===== config.mk =====
export PLATFORM = sky130hd
export DESIGN_NAME = batt_setup_regs
export DESIGN_NICKNAME = d
export VERILOG_FILES = /design/src/pkg/batt_setup_pkg.sv /design/src/batt_setup_regs.sv
export SDC_FILE = /design/constraint.sdc
export NUM_CORES = 1
export LEC_CHECK = 0
export BUFFER_PORTS_ARGS = -buffer_cell sky130_fd_sc_hd__buf_2
export CAP_MARGIN = 20
export CELL_PAD_IN_SITES_DETAIL_PLACEMENT = 1
export CELL_PAD_IN_SITES_GLOBAL_PLACEMENT = 1
export CORE_ASPECT_RATIO = 1.25
export CORE_MARGIN = 2
export CORE_UTILIZATION = 31
export CTS_CLUSTER_DIAMETER = 150
export DETAILED_ROUTE_END_ITERATION = 6
export PLACE_DENSITY_LB_ADDON = 0.1
export REMOVE_ABC_BUFFERS = 1
export SLEW_MARGIN = 20
export SYNTH_ARGS = -nofsm -noshare
export SYNTH_HDL_FRONTEND = slang
export SYNTH_SLANG_ARGS = --single-unit

===== constraint.sdc =====
create_clock -name pclk -period 6.5 [get_ports pclk]
set_input_delay 0.65 -clock pclk [delete_from_list [all_inputs] [get_ports pclk]]
set_output_delay 0.65 -clock pclk [all_outputs]
set_load 0.02 [all_outputs]

===== src/pkg/batt_setup_pkg.sv =====
// Constants, register indices and types for the setup and status bank.
package batt_setup_pkg;

  // Clock period and derived pulse timing.
  localparam int unsigned CLK_PERIOD_NS  = 50;
  localparam int unsigned SHORT_PULSE_NS = 1000;
  localparam int unsigned SHORT_PULSE_CYC =
    (SHORT_PULSE_NS + CLK_PERIOD_NS - 1) / CLK_PERIOD_NS;

  // Register indices; the byte address is four times the index.
  localparam logic [7:0] IDX_SETUP_FIRST   = 8'h92;
  localparam logic [7:0] IDX_SETUP_SECOND  = 8'h93;
  localparam logic [7:0] IDX_SCRATCH_ONE   = 8'h94;
  localparam logic [7:0] IDX_SCRATCH_TWO   = 8'h95;
  localparam logic [7:0] IDX_LINK_STATE    = 8'h96;
  localparam logic [7:0] IDX_SERIAL_LOW    = 8'h97;
  localparam logic [7:0] IDX_SERIAL_MID    = 8'h98;
  localparam logic [7:0] IDX_SERIAL_HIGH   = 8'h99;
  localparam logic [7:0] IDX_NOMINAL_VOLT  = 8'h9a;
  localparam logic [7:0] IDX_FAULT_SUPPR   = 8'h9b;
  localparam logic [7:0] IDX_STORED_SIG    = 8'h9c;
  localparam logic [7:0] IDX_COMPUTED_SIG  = 8'h9d;
  localparam logic [7:0] IDX_SIG_UPPER     = 8'h9e;

  // Field positions in the second setup register.
  localparam int unsigned POS_CELL_AVG   = 0;
  localparam int unsigned POS_TEMP_AVG   = 3;
  localparam int unsigned POS_G1_VALUE   = 6;
  localparam int unsigned POS_G2_VALUE   = 7;
  localparam int unsigned POS_G2_SELECT  = 8;
  localparam int unsigned POS_PORT_OFF   = 12;
  localparam int unsigned POS_TEMP_MUX   = 13;
  localparam int unsigned POS_FORCE_POS  = 14;
  localparam int unsigned POS_FORCE_NEG  = 15;

  // Field positions in the first setup register.
  localparam int unsigned POS_G1_DIR     = 0;
  localparam int unsigned POS_G2_DIR     = 1;
  localparam int unsigned POS_G1_SPECIAL = 2;
  localparam int unsigned POS_G2_SPECIAL = 3;

  // Special-function select codes for the second GPIO.
  localparam logic [3:0] G2SEL_VALUE = 4'h0;
  localparam logic [3:0] G2SEL_SHORT = 4'h1;
  localparam logic [3:0] G2SEL_LONG  = 4'h2;

  // Forced ADC readings.
  localparam logic [15:0] CELL_FORCE_POS = 16'h7ffc;
  localparam logic [15:0] TEMP_FORCE_POS = 16'hfffc;
  localparam logic [15:0] CELL_FORCE_NEG = 16'h8000;
  localparam logic [15:0] TEMP_FORCE_NEG = 16'h0000;

  // Reset values and signature settings.
  localparam logic [15:0] RST_WORD      = 16'h0000;
  localparam logic [23:0] SIG_SEED      = 24'h00_0000;
  localparam logic [23:0] SIG_POLY      = 24'h80_0057;
  localparam logic [2:0]  SIG_LAST_WORD = 3'h7;

  // Signature walk states.
  typedef enum logic {WALK_IDLE, WALK_RUN} walk_state_t;

endpackage : batt_setup_pkg


===== src/batt_setup_regs.sv =====
// Setup and status register bank of the battery monitor, on APB.
`timescale 1ns/100ps

////////////////////////////////////////////////////////////////////////////
// Summary of operation
// [RL1] GPIO1 output pin follows its drive value; with its special enable set the code drives the inverted fault summary
// [RL2] GPIO2 normal or fallback uses drive value
// [RL3] GPIO2 select: value, short pulse, long pulse
// [RL4] Two 16-bit scratch registers, no effect except on the signature walk
// [RL5] Scratch registers feed the signature walk
// [RL6] Stack size taken from roll-call result
// [RL7] Stack size read-only, exported for link use
// [RL8] Serial number mirrored, lowest word lowest address
// [RL9] Serial number readable, writes ignored
// [RL10] Per-cell mask suppresses cell 2-14 faults
// [RL11] Mask one disables, zero keeps testing
// [RL12] Cell one faults never masked
// [RL13] Signature recomputed on each nonvolatile load
// [RL14] Computed signature must equal stored signature
// [RL15] Comparison repeated every scan, both readable
// [RL16] Low words separate, upper bytes shared
// [RL17] Special enable routes selected signal to GPIO2
// [RL18] Direction bit: zero input, one output
// [RL19] Force bits replace cell and temperature readings
// [RL20] Port-disable bit turns upper chain port off
module batt_setup_regs (
  input  wire logic        pclk,
  input  wire logic        presetn,
  input  wire logic        psel,
  input  wire logic        penable,
  input  wire logic        pwrite,
  input  wire logic [11:0] paddr,
  input  wire logic [31:0] pwdata,
  output logic      [31:0] prdata,
  output logic             pready,
  output logic             pslverr,
  input  wire logic        nv_load,
  input  wire logic [47:0] nv_serial,
  input  wire logic [7:0]  nv_nominal,
  input  wire logic [23:0] nv_signature,
  input  wire logic        scan_start,
  input  wire logic        roll_call_done,
  input  wire logic [4:0]  roll_call_size,
  input  wire logic [4:0]  device_address,
  input  wire logic        link_kind_pin,
  input  wire logic [1:0]  chain_bit_rate_pin,
  input  wire logic        data_ready_pin,
  input  wire logic        fault_any,
  input  wire logic        meas_start,
  input  wire logic        meas_active,
  input  wire logic [15:0] cell_reading_raw,
  input  wire logic [15:0] temp_reading_raw,
  input  wire logic [13:0] ov_raw,
  input  wire logic [13:0] uv_raw,
  output logic             gpio1_out,
  output logic             gpio1_oe,
  output logic             gpio2_out,
  output logic             gpio2_oe,
  output logic             upper_chain_port_disable,
  output logic      [2:0]  cell_averaging_setting,
  output logic      [2:0]  temp_averaging_setting,
  output logic             temp_mux_control,
  output logic      [15:0] cell_reading,
  output logic      [15:0] temp_reading,
  output logic      [13:0] ov_fault,
  output logic      [13:0] uv_fault,
  output logic      [4:0]  stack_size,
  output logic             signature_match
);

  //////////////////////////////////////////////////////////////////////////
  // State of the whole block, held as one record.
  typedef struct packed {
    logic [15:0] setup_second;   // Averaging, GPIO values, test bits.
    logic [3:0]  setup_first;    // GPIO direction and special enables.
    logic [15:0] scratch_one;    // User data, no effect except on the signature walk.
    logic [15:0] scratch_two;    // User data, no effect except on the signature walk.
    logic [13:0] suppress;       // Per-cell fault suppress bits.
    logic [4:0]  size;           // Stack size from roll call.
    logic [4:0]  address;        // Device address copy.
    logic [47:0] serial;         // Serial number mirror.
    logic [7:0]  nominal;        // Nominal cell voltage code.
    logic [23:0] stored_sig;     // Factory signature.
    logic [23:0] computed_sig;   // Signature built from the shadow words.
    logic        match;          // Last comparison result.
    batt_setup_pkg::walk_state_t walk;
    logic [2:0]  walk_idx;       // Word being folded into the signature.
    logic [3:0]  pin_s1;         // Pin synchroniser, first stage.
    logic [3:0]  pin_s2;         // Pin synchroniser, second stage.
    logic [3:0]  pin_s3;         // Pin synchroniser, third stage.
    logic [3:0]  pin_stable;     // Accepted pin levels.
    logic [4:0]  pulse_cnt;      // Remaining short-pulse cycles.
    logic        g1_out;
    logic        g1_oe;
    logic        g2_out;
    logic        g2_oe;
    logic [15:0] cell_rd;
    logic [15:0] temp_rd;
    logic [13:0] ov_f;
    logic [13:0] uv_f;
    logic [31:0] rdata;
    logic        ready;
    logic        err;
  } state_t;

  state_t q;  // Registered state.
  state_t d;  // Next state.

  //////////////////////////////////////////////////////////////////////////
  // Decoding helpers.

  // True for an index that names a register of this bank.
  function automatic logic is_mapped(input logic [7:0] idx);
    is_mapped = (idx >= batt_setup_pkg::IDX_SETUP_FIRST) &&
                (idx <= batt_setup_pkg::IDX_SIG_UPPER);
  endfunction : is_mapped

  // Word folded into the signature at each step of the walk.
  function automatic logic [15:0] shadow_word(input state_t s,
                                              input logic [2:0] i);
    unique case (i)
      3'h0:    shadow_word = s.setup_second;
      3'h1:    shadow_word = s.scratch_one;   // [RL5]
      3'h2:    shadow_word = s.scratch_two;   // [RL5]
      3'h3:    shadow_word = {2'b00, s.suppress};
      3'h4:    shadow_word = {8'h00, s.nominal};
      3'h5:    shadow_word = s.serial[15:0];
      3'h6:    shadow_word = s.serial[31:16];
      default: shadow_word = s.serial[47:32];
    endcase
  endfunction : shadow_word

  // One step of the multiple-input signature register.
  function automatic logic [23:0] sig_step(input logic [23:0] sig,
                                           input logic [15:0] w);
    sig_step = {sig[22:0], 1'b0} ^ (sig[23] ? batt_setup_pkg::SIG_POLY
                                             : 24'h00_0000) ^ {8'h00, w};
  endfunction : sig_step

  // Read value of a register; unmapped indices read zero.
  function automatic logic [15:0] read_word(input state_t s,
                                            input logic [7:0] idx);
    read_word = 16'h0000;
    unique case (idx)
      batt_setup_pkg::IDX_SETUP_FIRST:  read_word = {12'h000, s.setup_first};
      batt_setup_pkg::IDX_SETUP_SECOND: read_word = s.setup_second;
      batt_setup_pkg::IDX_SCRATCH_ONE:  read_word = s.scratch_one;
      batt_setup_pkg::IDX_SCRATCH_TWO:  read_word = s.scratch_two;
      // Rate, kind and data-ready come from synchronised pins.
      batt_setup_pkg::IDX_LINK_STATE:   read_word = {s.pin_stable[2:1], 1'b0,
        s.pin_stable[0], s.size, s.address, 1'b1, s.pin_stable[3]}; // [RL7]
      batt_setup_pkg::IDX_SERIAL_LOW:   read_word = s.serial[15:0];  // [RL8]
      batt_setup_pkg::IDX_SERIAL_MID:   read_word = s.serial[31:16]; // [RL8]
      batt_setup_pkg::IDX_SERIAL_HIGH:  read_word = s.serial[47:32]; // [RL8]
      batt_setup_pkg::IDX_NOMINAL_VOLT: read_word = {8'h00, s.nominal};
      batt_setup_pkg::IDX_FAULT_SUPPR:  read_word = {2'b00, s.suppress};
      batt_setup_pkg::IDX_STORED_SIG:   read_word = s.stored_sig[15:0];
      batt_setup_pkg::IDX_COMPUTED_SIG: read_word = s.computed_sig[15:0];
      batt_setup_pkg::IDX_SIG_UPPER:    read_word =
        {s.stored_sig[23:16], s.computed_sig[23:16]};             // [RL16]
      default:                          read_word = 16'h0000;
    endcase
  endfunction : read_word

  //////////////////////////////////////////////////////////////////////////
  // Bus decode shared by the next-state logic.
  logic [7:0] bus_idx;     // Word index of the current access.
  logic       bus_ok;      // Aligned and mapped.
  logic       wr_fire;     // Write completing at this edge.
  logic [15:0] wdat;       // Low half of write data.

  assign bus_idx = paddr[9:2];
  assign bus_ok  = (paddr[1:0] == 2'b00) && (paddr[11:10] == 2'b00) &&
                   is_mapped(bus_idx);
  assign wr_fire = psel && penable && pwrite && q.ready && !q.err;
  assign wdat    = pwdata[15:0];

  //////////////////////////////////////////////////////////////////////////
  // Next-state logic for the whole bank.
  always_comb
  begin
    logic [3:0] pins_now;
    logic       g2_sel_sig;
    pins_now   = {data_ready_pin, chain_bit_rate_pin, link_kind_pin};
    g2_sel_sig = 1'b0;
    d = q;

    // The access phase waits one cycle so that every output is a flop.
    d.ready = psel && penable && !q.ready;
    d.err   = psel && penable && !q.ready && !bus_ok;
    if (psel && penable && !q.ready)
    begin
      d.rdata = bus_ok ? {16'h0000, read_word(q, bus_idx)} : 32'h0000_0000;
    end

    // Writes land on the edge where pready is sampled high.
    if (wr_fire)
    begin
      unique case (bus_idx)
        batt_setup_pkg::IDX_SETUP_FIRST:  d.setup_first  = wdat[3:0];
        batt_setup_pkg::IDX_SETUP_SECOND: d.setup_second = wdat;
        batt_setup_pkg::IDX_SCRATCH_ONE:  d.scratch_one  = wdat; // [RL4]
        batt_setup_pkg::IDX_SCRATCH_TWO:  d.scratch_two  = wdat; // [RL4]
        batt_setup_pkg::IDX_FAULT_SUPPR:  d.suppress     = wdat[13:0];
        // Read-only registers, serial words among them, ignore writes.
        default:                          d = d;                 // [RL9]
      endcase
    end

    // Stack size is taken from each completed roll call.
    if (roll_call_done)
    begin
      d.size = roll_call_size;                                   // [RL6]
    end
    d.address = device_address;

    // Pins: a new level counts once the second and third stages agree.
    d.pin_s1 = pins_now;
    d.pin_s2 = q.pin_s1;
    d.pin_s3 = q.pin_s2;
    for (int b = 0; b < 4; b++)
    begin
      if (q.pin_s2[b] == q.pin_s3[b])
      begin
        d.pin_stable[b] = q.pin_s3[b];
      end
    end

    // Nonvolatile load refreshes the mirrors and restarts the walk.
    if (nv_load)
    begin
      d.serial       = nv_serial;                                // [RL8]
      d.nominal      = nv_nominal;
      d.stored_sig   = nv_signature;
      d.computed_sig = batt_setup_pkg::SIG_SEED;                 // [RL13]
      d.walk         = batt_setup_pkg::WALK_RUN;
      d.walk_idx     = 3'h0;
    end
    else
    begin
      unique case (q.walk)
        batt_setup_pkg::WALK_IDLE:
        begin
          // Each scan repeats the comparison on the current values.
          if (scan_start)
          begin
            d.match = (q.computed_sig == q.stored_sig);          // [RL15]
          end
        end
        batt_setup_pkg::WALK_RUN:
        begin
          // One shadow word is folded in per cycle.
          d.computed_sig = sig_step(q.computed_sig,
                                    shadow_word(q, q.walk_idx)); // [RL13]
          d.walk_idx = q.walk_idx + 3'h1;
          if (q.walk_idx == batt_setup_pkg::SIG_LAST_WORD)
          begin
            d.walk  = batt_setup_pkg::WALK_IDLE;
            d.match = (d.computed_sig == q.stored_sig);          // [RL14]
          end
        end
      endcase
    end

    // Short pulse counter restarts at every measurement start.
    if (meas_start)
    begin
      d.pulse_cnt = 5'(batt_setup_pkg::SHORT_PULSE_CYC);
    end
    else if (q.pulse_cnt != 5'h00)
    begin
      d.pulse_cnt = q.pulse_cnt - 5'h01;
    end

    // GPIO1: special output is the inverted fault summary.
    d.g1_oe  = q.setup_first[batt_setup_pkg::POS_G1_DIR];      // [RL18]
    d.g1_out = q.setup_first[batt_setup_pkg::POS_G1_SPECIAL] ? !fault_any
             : q.setup_second[batt_setup_pkg::POS_G1_VALUE];   // [RL1]

    // GPIO2: unknown select codes fall back to the drive value.
    unique case (q.setup_second[batt_setup_pkg::POS_G2_SELECT +: 4])
      batt_setup_pkg::G2SEL_SHORT: g2_sel_sig = (q.pulse_cnt != 5'h00);
      batt_setup_pkg::G2SEL_LONG:  g2_sel_sig = meas_active;    // [RL3]
      default: g2_sel_sig = q.setup_second[batt_setup_pkg::POS_G2_VALUE];
    endcase
    d.g2_oe  = q.setup_first[batt_setup_pkg::POS_G2_DIR];      // [RL18]
    d.g2_out = q.setup_first[batt_setup_pkg::POS_G2_SPECIAL] ? g2_sel_sig
             : q.setup_second[batt_setup_pkg::POS_G2_VALUE];   // [RL2] [RL17]

    // Forced readings; with both bits set positive wins, unsupported.
    if (q.setup_second[batt_setup_pkg::POS_FORCE_POS])
    begin
      d.cell_rd = batt_setup_pkg::CELL_FORCE_POS;              // [RL19]
      d.temp_rd = batt_setup_pkg::TEMP_FORCE_POS;
    end
    else if (q.setup_second[batt_setup_pkg::POS_FORCE_NEG])
    begin
      d.cell_rd = batt_setup_pkg::CELL_FORCE_NEG;              // [RL19]
      d.temp_rd = batt_setup_pkg::TEMP_FORCE_NEG;
    end
    else
    begin
      d.cell_rd = cell_reading_raw;
      d.temp_rd = temp_reading_raw;
    end

    // Fault suppression; cell one always passes.
    d.ov_f = ov_raw & ~{q.suppress[13:1], 1'b0};               // [RL10] [RL11]
    d.uv_f = uv_raw & ~{q.suppress[13:1], 1'b0};               // [RL12]
  end

  //////////////////////////////////////////////////////////////////////////
  // State register; every field resets to a constant.
  always_ff @(posedge pclk or negedge presetn)
  begin
    if (!presetn)
    begin
      q <= '0;
    end
    else
    begin
      q <= d;
    end
  end

  //////////////////////////////////////////////////////////////////////////
  // Outputs, each straight from the state register.
  assign prdata                   = q.rdata;
  assign pready                   = q.ready;
  assign pslverr                  = q.err;
  assign gpio1_out                = q.g1_out;
  assign gpio1_oe                 = q.g1_oe;
  assign gpio2_out                = q.g2_out;
  assign gpio2_oe                 = q.g2_oe;
  assign upper_chain_port_disable =
    q.setup_second[batt_setup_pkg::POS_PORT_OFF];              // [RL20]
  assign cell_averaging_setting   =
    q.setup_second[batt_setup_pkg::POS_CELL_AVG +: 3];
  assign temp_averaging_setting   =
    q.setup_second[batt_setup_pkg::POS_TEMP_AVG +: 3];
  assign temp_mux_control         =
    q.setup_second[batt_setup_pkg::POS_TEMP_MUX];
  assign cell_reading             = q.cell_rd;
  assign temp_reading             = q.temp_rd;
  assign ov_fault                 = q.ov_f;
  assign uv_fault                 = q.uv_f;
  assign stack_size               = q.size;                    // [RL7]
  assign signature_match          = q.match;
endmodule : batt_setup_regs


After elaboration in Yosys (flattened, before gate mapping) --
Cells that the tools add are included.
Word-level totals: flip-flop bits (word level) 304, word-level logic and storage cells 123, bits of input ports 209, output and inout bits 112
Operators by class: $add $sub $neg 2, magnitude comparators 2, mux-type cells 28, reductions and logical operators 24, bitwise logic cells 6, equal/unequal tests 28
Operators by type and width (count):
- $pmux W16 S13 | 1
- $pmux W16 S7 | 1
- $eq A8 B8 Y1 const B | 13
- $mux W32 | 3
- $mux W80 | 1
- $mux W24 | 3
- $eq A24 B24 Y1 | 2
- $mux W16 | 3
- $and A14 B14 Y14 | 2
- $xor A24 B16 Y24 | 1
- $xor A24 B24 Y24 | 1
- $mux W5 | 3
- $not A14 Y14 | 1
- $eq A3 B3 Y1 const B | 4
- $reduce_and A2 Y1 | 5
- $logic_and A1 B1 Y1 | 9
- $ge A8 B8 Y1 const B | 1
- $le A8 B8 Y1 const B | 1
- $mux W1 | 8
- $mux W4 | 2
- $eq A3 B2 Y1 const B | 2
- $reduce_bool A5 Y1 | 1
- $sub A5 B1 Y5 const B | 1
- $eq A1 B1 Y1 | 4
- 11 further kinds | 17

Longest topological paths before layout --
depth after elaboration 9, mapped depth 13, depth with buffers taken out 9

Worst setup path before layout --
OpenSTA, ideal clock, no wires.
path kind register to register, from register q[121] (netlist bit), to register q, in the netlist signature_match, cell stages (with the launch flop) 11, data required time 6.405 ns, path slack 3.752 ns, library setup time 0.095 ns, clock period less this slack 2.748 ns, buffers on the path 2, arrival time 2.652 ns, cell sequence dfrtp_1 -> buf_2 -> inv_1 -> ha_1 -> buf_2 -> a32o_1 -> a2111oi_0 -> mux2_2 -> a2111oi_2 -> a41oi_1 -> o31ai_1
Between the ends: cells in the longest elaborated chain, start to end 9, elaborated cells between the ends (all ways) 16, classes of those cells eq/ne (8); mux (6); bitwise (1); reduce/logical (1)
Ends and longest elaborated chain:
- start, declared | RTL line batt_setup_regs.sv:106 | state_t q;
- start signal, assigned | RTL line batt_setup_regs.sv:318 | q <= '0;
- start signal, assigned | RTL line batt_setup_regs.sv:322 | q <= d;
- $eq A3 B3 Y1 (tied with other cells) | RTL line batt_setup_regs.sv:121 | unique case (i)
- $pmux W16 S7 | RTL line batt_setup_regs.sv:121
- $mux W16 | RTL line batt_setup_regs.sv:241 | unique case (q.walk)
- $mux W16 | RTL line batt_setup_regs.sv:230 | if (nv_load)
- $xor A24 B16 Y24 | RTL line batt_setup_regs.sv:137 | : 24'h00_0000) ^ {8'h00, w};
- $eq A24 B24 Y1 | RTL line batt_setup_regs.sv:259 | d.match = (d.computed_sig == q.stored_sig);
- $mux W2 (*) | RTL line batt_setup_regs.sv:256 | if (q.walk_idx == batt_setup_pkg::SIG_LAST_WORD)
- $pmux W1 S2 (*) | RTL line batt_setup_regs.sv:241
- $mux W1 (*) | RTL line batt_setup_regs.sv:230
Mark *: on every way between the ends. The rest lies on a longest branch, timed or not. The select of a mux whose other input is x is not followed. A chain may end at the register's enable or synchronous reset.

Worst setup path after layout --
from register q[119] (netlist bit), to register q, in the netlist signature_match
The elaborated chain is that of the path after synthesis.

==> impl_summary.txt <==
----------------------------------------------------
[STA]
  Rel. slew slack ... 0.242
  Post-Route Setup TNS ... 0 ns
  Number of failing setup endpoints in the final timing report ... 0
  Total count of max-transition violations in the final report ... 0
  Clock period minus final worst setup slack ... 3.82 ns
  Final worst setup slack ... 2.68 ns
  Tightest Pin Transition ... 1.14 ns
  Setup repair after global routing missed its margin ... false
  Final hold slack ... 0.0442 ns
  Final critical-path share of the clock period ... 0.587
  Endpoints failing hold ... 0
  Max Clock Skew ... 0.0241 ns
  Fmax achieved ... 262 MHz

[Clock network]
  Buffer count from post-CTS setup fixing ... 0
  Clock sinks ... 288
  CTS tree ... done
  Clock network latency to the later pin of the worst-skew pair ... 0.56 ns
  CTS max path bufs ... 3
  Clock buffer count from CTS ... 34
  Clock tree root driver cell ... clkbuf_16
  Total number of H-tree levels ... 2
  Worst-path clk slew ... 0.07 ns
  Count of instances resized after the clock tree is built ... 0
  Count of hold-fix buffers inserted at cts ... 0

[Setup path]
  Kind of start point of the critical path ... flip-flop
  Number of cells traversed by the worst register-to-register path ... 11
  Timing startpoint of the critical path ... q[119]$_DFFE_PN0P_
  Number of gates on the worst path with buffers counted ... 11
  Critical-path cell list ... inv_1 -> ha_2 -> buf_4 -> nor4_4 -> buf_4 -> a221oi_1 -> o21a_1 -> mux2_2 -> a2111oi_2 -> a41oi_1 -> o31ai_1
  Buffers plus inverters on the worst setup path ... 3
  Cell with the largest stage delay on the worst path ... nor4_4
  Max stage delay on crit path ... 0.88 ns
  Crit path arrival time ... 4.28 ns
  Endpoint class of the critical path ... flip-flop
  Family with the most delay on the worst path ... compound AO/OA/AOI/OAI gates
  Required time at the endpoint of the critical path ... 6.96 ns
  Internal reg-to-reg setup slack ... 2.68 ns
  Largest fanout on the critical path ... 17
  Critical path class ... flip-flop to flip-flop
  Most frequent cell on the critical path ... buf_4
  Startpoint of the worst register-to-register path ... q[119]$_DFFE_PN0P_

[Yosys]
  #FFs+latches synth ... 288
  Mean post-synth cell area ... 11.4 um^2
  Number of synthesized flops with an enable pin ... 0
  Count of warnings emitted by yosys ... 0
  Gate count after technology mapping ... 1270
  Async set-or-reset flop fraction in the synthesized netlist ... 1.00
  Number of different library cells in the post-synthesis netlist ... 83
  Cell area after technology mapping ... 0.0145 mm^2
  Dominant synthesized flop cell ... dfrtp_1
  Fraction of the yosys area taken by sequential cells ... 0.496

[Die]
  Horizontal die dimension ... 198 um
  IO Pins ... 321
  Total core area ... 0.0462 mm^2
  Die Footprint ... 0.0486 mm^2
  Vertical extent of the die ... 246 um
  Initial core utilization ... 0.314
  Site row count ... 88

[Route]
  Routed len/inst ... 25.6 um
  Drt drc ... 0
  First-pass detailed-route iteration total ... 6
  Total number of vias ... 11.0k
  Post-DRT Antenna Nets ... 0
  First DRT Iteration DRCs ... 754
  Average vias per placed instance ... 5.33
  Total length of routed wires ... 52.8 mm

[Min path]
  Hold WC Path Type ... input pin to asynchronous set/reset pin

[Layout]
  Fill cells ... 5126
  Final core utilization ... 0.367
  P&R area growth vs syn ... 16.8%
  Count of inserted antenna diode cells ... 0
  Layout cell share with drive strength beyond 1 ... 0.381
  Total number of nets in the final design ... 1670
  Post-Layout Inst Area ... 0.0170 mm^2

[Power]
  Leakage power ... 8.06 nW
  Cell Pwr Density ... 272 mW/mm^2
  Peak supply drop ... 0.178 mV

[Global routing]
  GR Util All Layers ... 0.218
  Antenna violations before repair ... 2
  Pin count of the biggest net entering global routing ... 159
  First-pass GRT wire length ... 77.4 mm
  Vias in the first global route ... 11.5k
  Overflow left after global routing ... 0

[Placed design]
  Count of port buffers added during placement ... 288
  Pre-CTS WS ... 2.71 ns
  Standard cell area after detailed placement ... 0.0159 mm^2
  Routability congestion estimate ... 0.850
  Estimated wirelength of the detail-placed design ... 36.9 mm

[Flow run]
  Max Cap Violations ... 0

[Run status]
  Status ... finished, final reports clean

----------------------------------------------------
==> metrics by stage <==
step	std cells	total power, mW
6_report	2062	4.62
5_1_grt	2062	4.85
4_1_cts	2062	4.70
3_5_place_dp	2002	2.77
3_3_place_gp	2002	2.75
2_1_floorplan	1105	2.41
==> where the power goes <==
group	internal [mW]	total (mW)	switching (mW)
Clock	1.08	1.89	0.810
Combinational	0.288	0.686	0.398
Sequential	1.89	2.04	0.148
Total	3.27	4.62	1.36
==> path summary, 6_finish.rpt <==
check	to
min reg2reg	d[108]$_DFF_PN0_
min	uv_fault[6]$_DFF_PN0_
max	signature_match$_DFFE_PN0P_
max reg2reg	signature_match$_DFFE_PN0P_
max in group asynchronous	q[277]$_DFFE_PN0P_
min in group pclk	d[113]$_DFF_PN0_
==> cells by family after synthesis <==
family                     synth area share
DFF                                   0.496
AOI/OAI and AO/OA                     0.148
and+or+nand+nor                      0.0861
buffers and inverters                0.0830
muxes                                 0.148
xor gates and xnor gates             0.0289
adders and majority gates           0.00965
other                              0.000258
==> sequential cells by signal (all words and copies together), names as in the netlist, 5 cells and up <==
signal / cells
d: 10
ov_fault: 14
uv_fault: 14
temp_reading: 16
stack_size: 5
q: 182
prdata: 16
cell_reading: 16
==> layer usage <==
layer,wire length (um),GRT usage
met1,21600,0.277
met2,26100,0.368
met3,3480,0.0426
met4,1580,0.0796
met5,0,0
==> cells in the final DEF (no fill, tap or decap), types with 10 or more instances in the layout <==
cell,n
nand3_1,14
a222oi_1,20
nand2_1,49
nor2_1,70
a31oi_1,13
mux2_2,164
dfrtp_1,286
a211oi_1,12
a221oi_1,28
buf_4,24
o21ai_0,27
a22o_1,10
xor2_1,23
mux2i_1,23
a21o_1,36
a21oi_1,36
buf_2,286
nor2b_1,37
clkbuf_16,34
xnor2_1,25
conb_1,16
inv_1,20
a22oi_1,39
==> Yosys cell counts, types with 3 or more instances <==
cell type,instances,area (um^2)
a211oi_1,12,90.1
a311oi_1,4,35.0
a21boi_0,3,22.5
buf_6,3,33.8
a31oi_1,13,81.3
a41o_1,3,30.0
a21oi_1,36,180
a21o_1,36,270
a22o_1,10,87.6
clkbuf_1,37,139
xnor2_1,25,219
mux2_2,164,1850
nor3_1,8,40.0
a22oi_1,39,293
o211ai_1,6,45.0
buf_2,19,95.1
a2111oi_0,3,26.3
inv_1,20,75.1
nor2b_1,37,231
ha_1,8,100
buf_4,107,803
a222oi_1,20,200
o21ai_0,27,135
nand3_1,14,70.1
and2_1,4,25.0
a221oi_1,28,245
nand2b_1,9,56.3
or2_2,3,18.8
o22ai_1,3,18.8
mux2i_1,23,230
xor2_1,23,201
nor3_2,3,30.0
a32oi_1,3,26.3
nor2_1,75,282
a32o_1,8,80.1
o31ai_1,4,30.0
dfrtp_1,288,7210
maj3_1,4,40.0
mux2_1,5,56.3
buf_1,14,52.6
or3_1,7,43.8
nand4_1,7,43.8
nor4_1,5,31.3
nand2_1,49,184
==> area by class of cell <==
cell class,instances,area (um^2),share of cell area
clock buffers,42,911,0.0537
clock inverters,18,170,0.0100
inverters,22,82.6,0.00486
multi-input cells,795,6220,0.367
flip-flops and latches,288,7210,0.425
well taps,585,732,0.0431
repair buffers,312,1650,0.0970
Note: power is estimated with default switching activity, not from simulation.
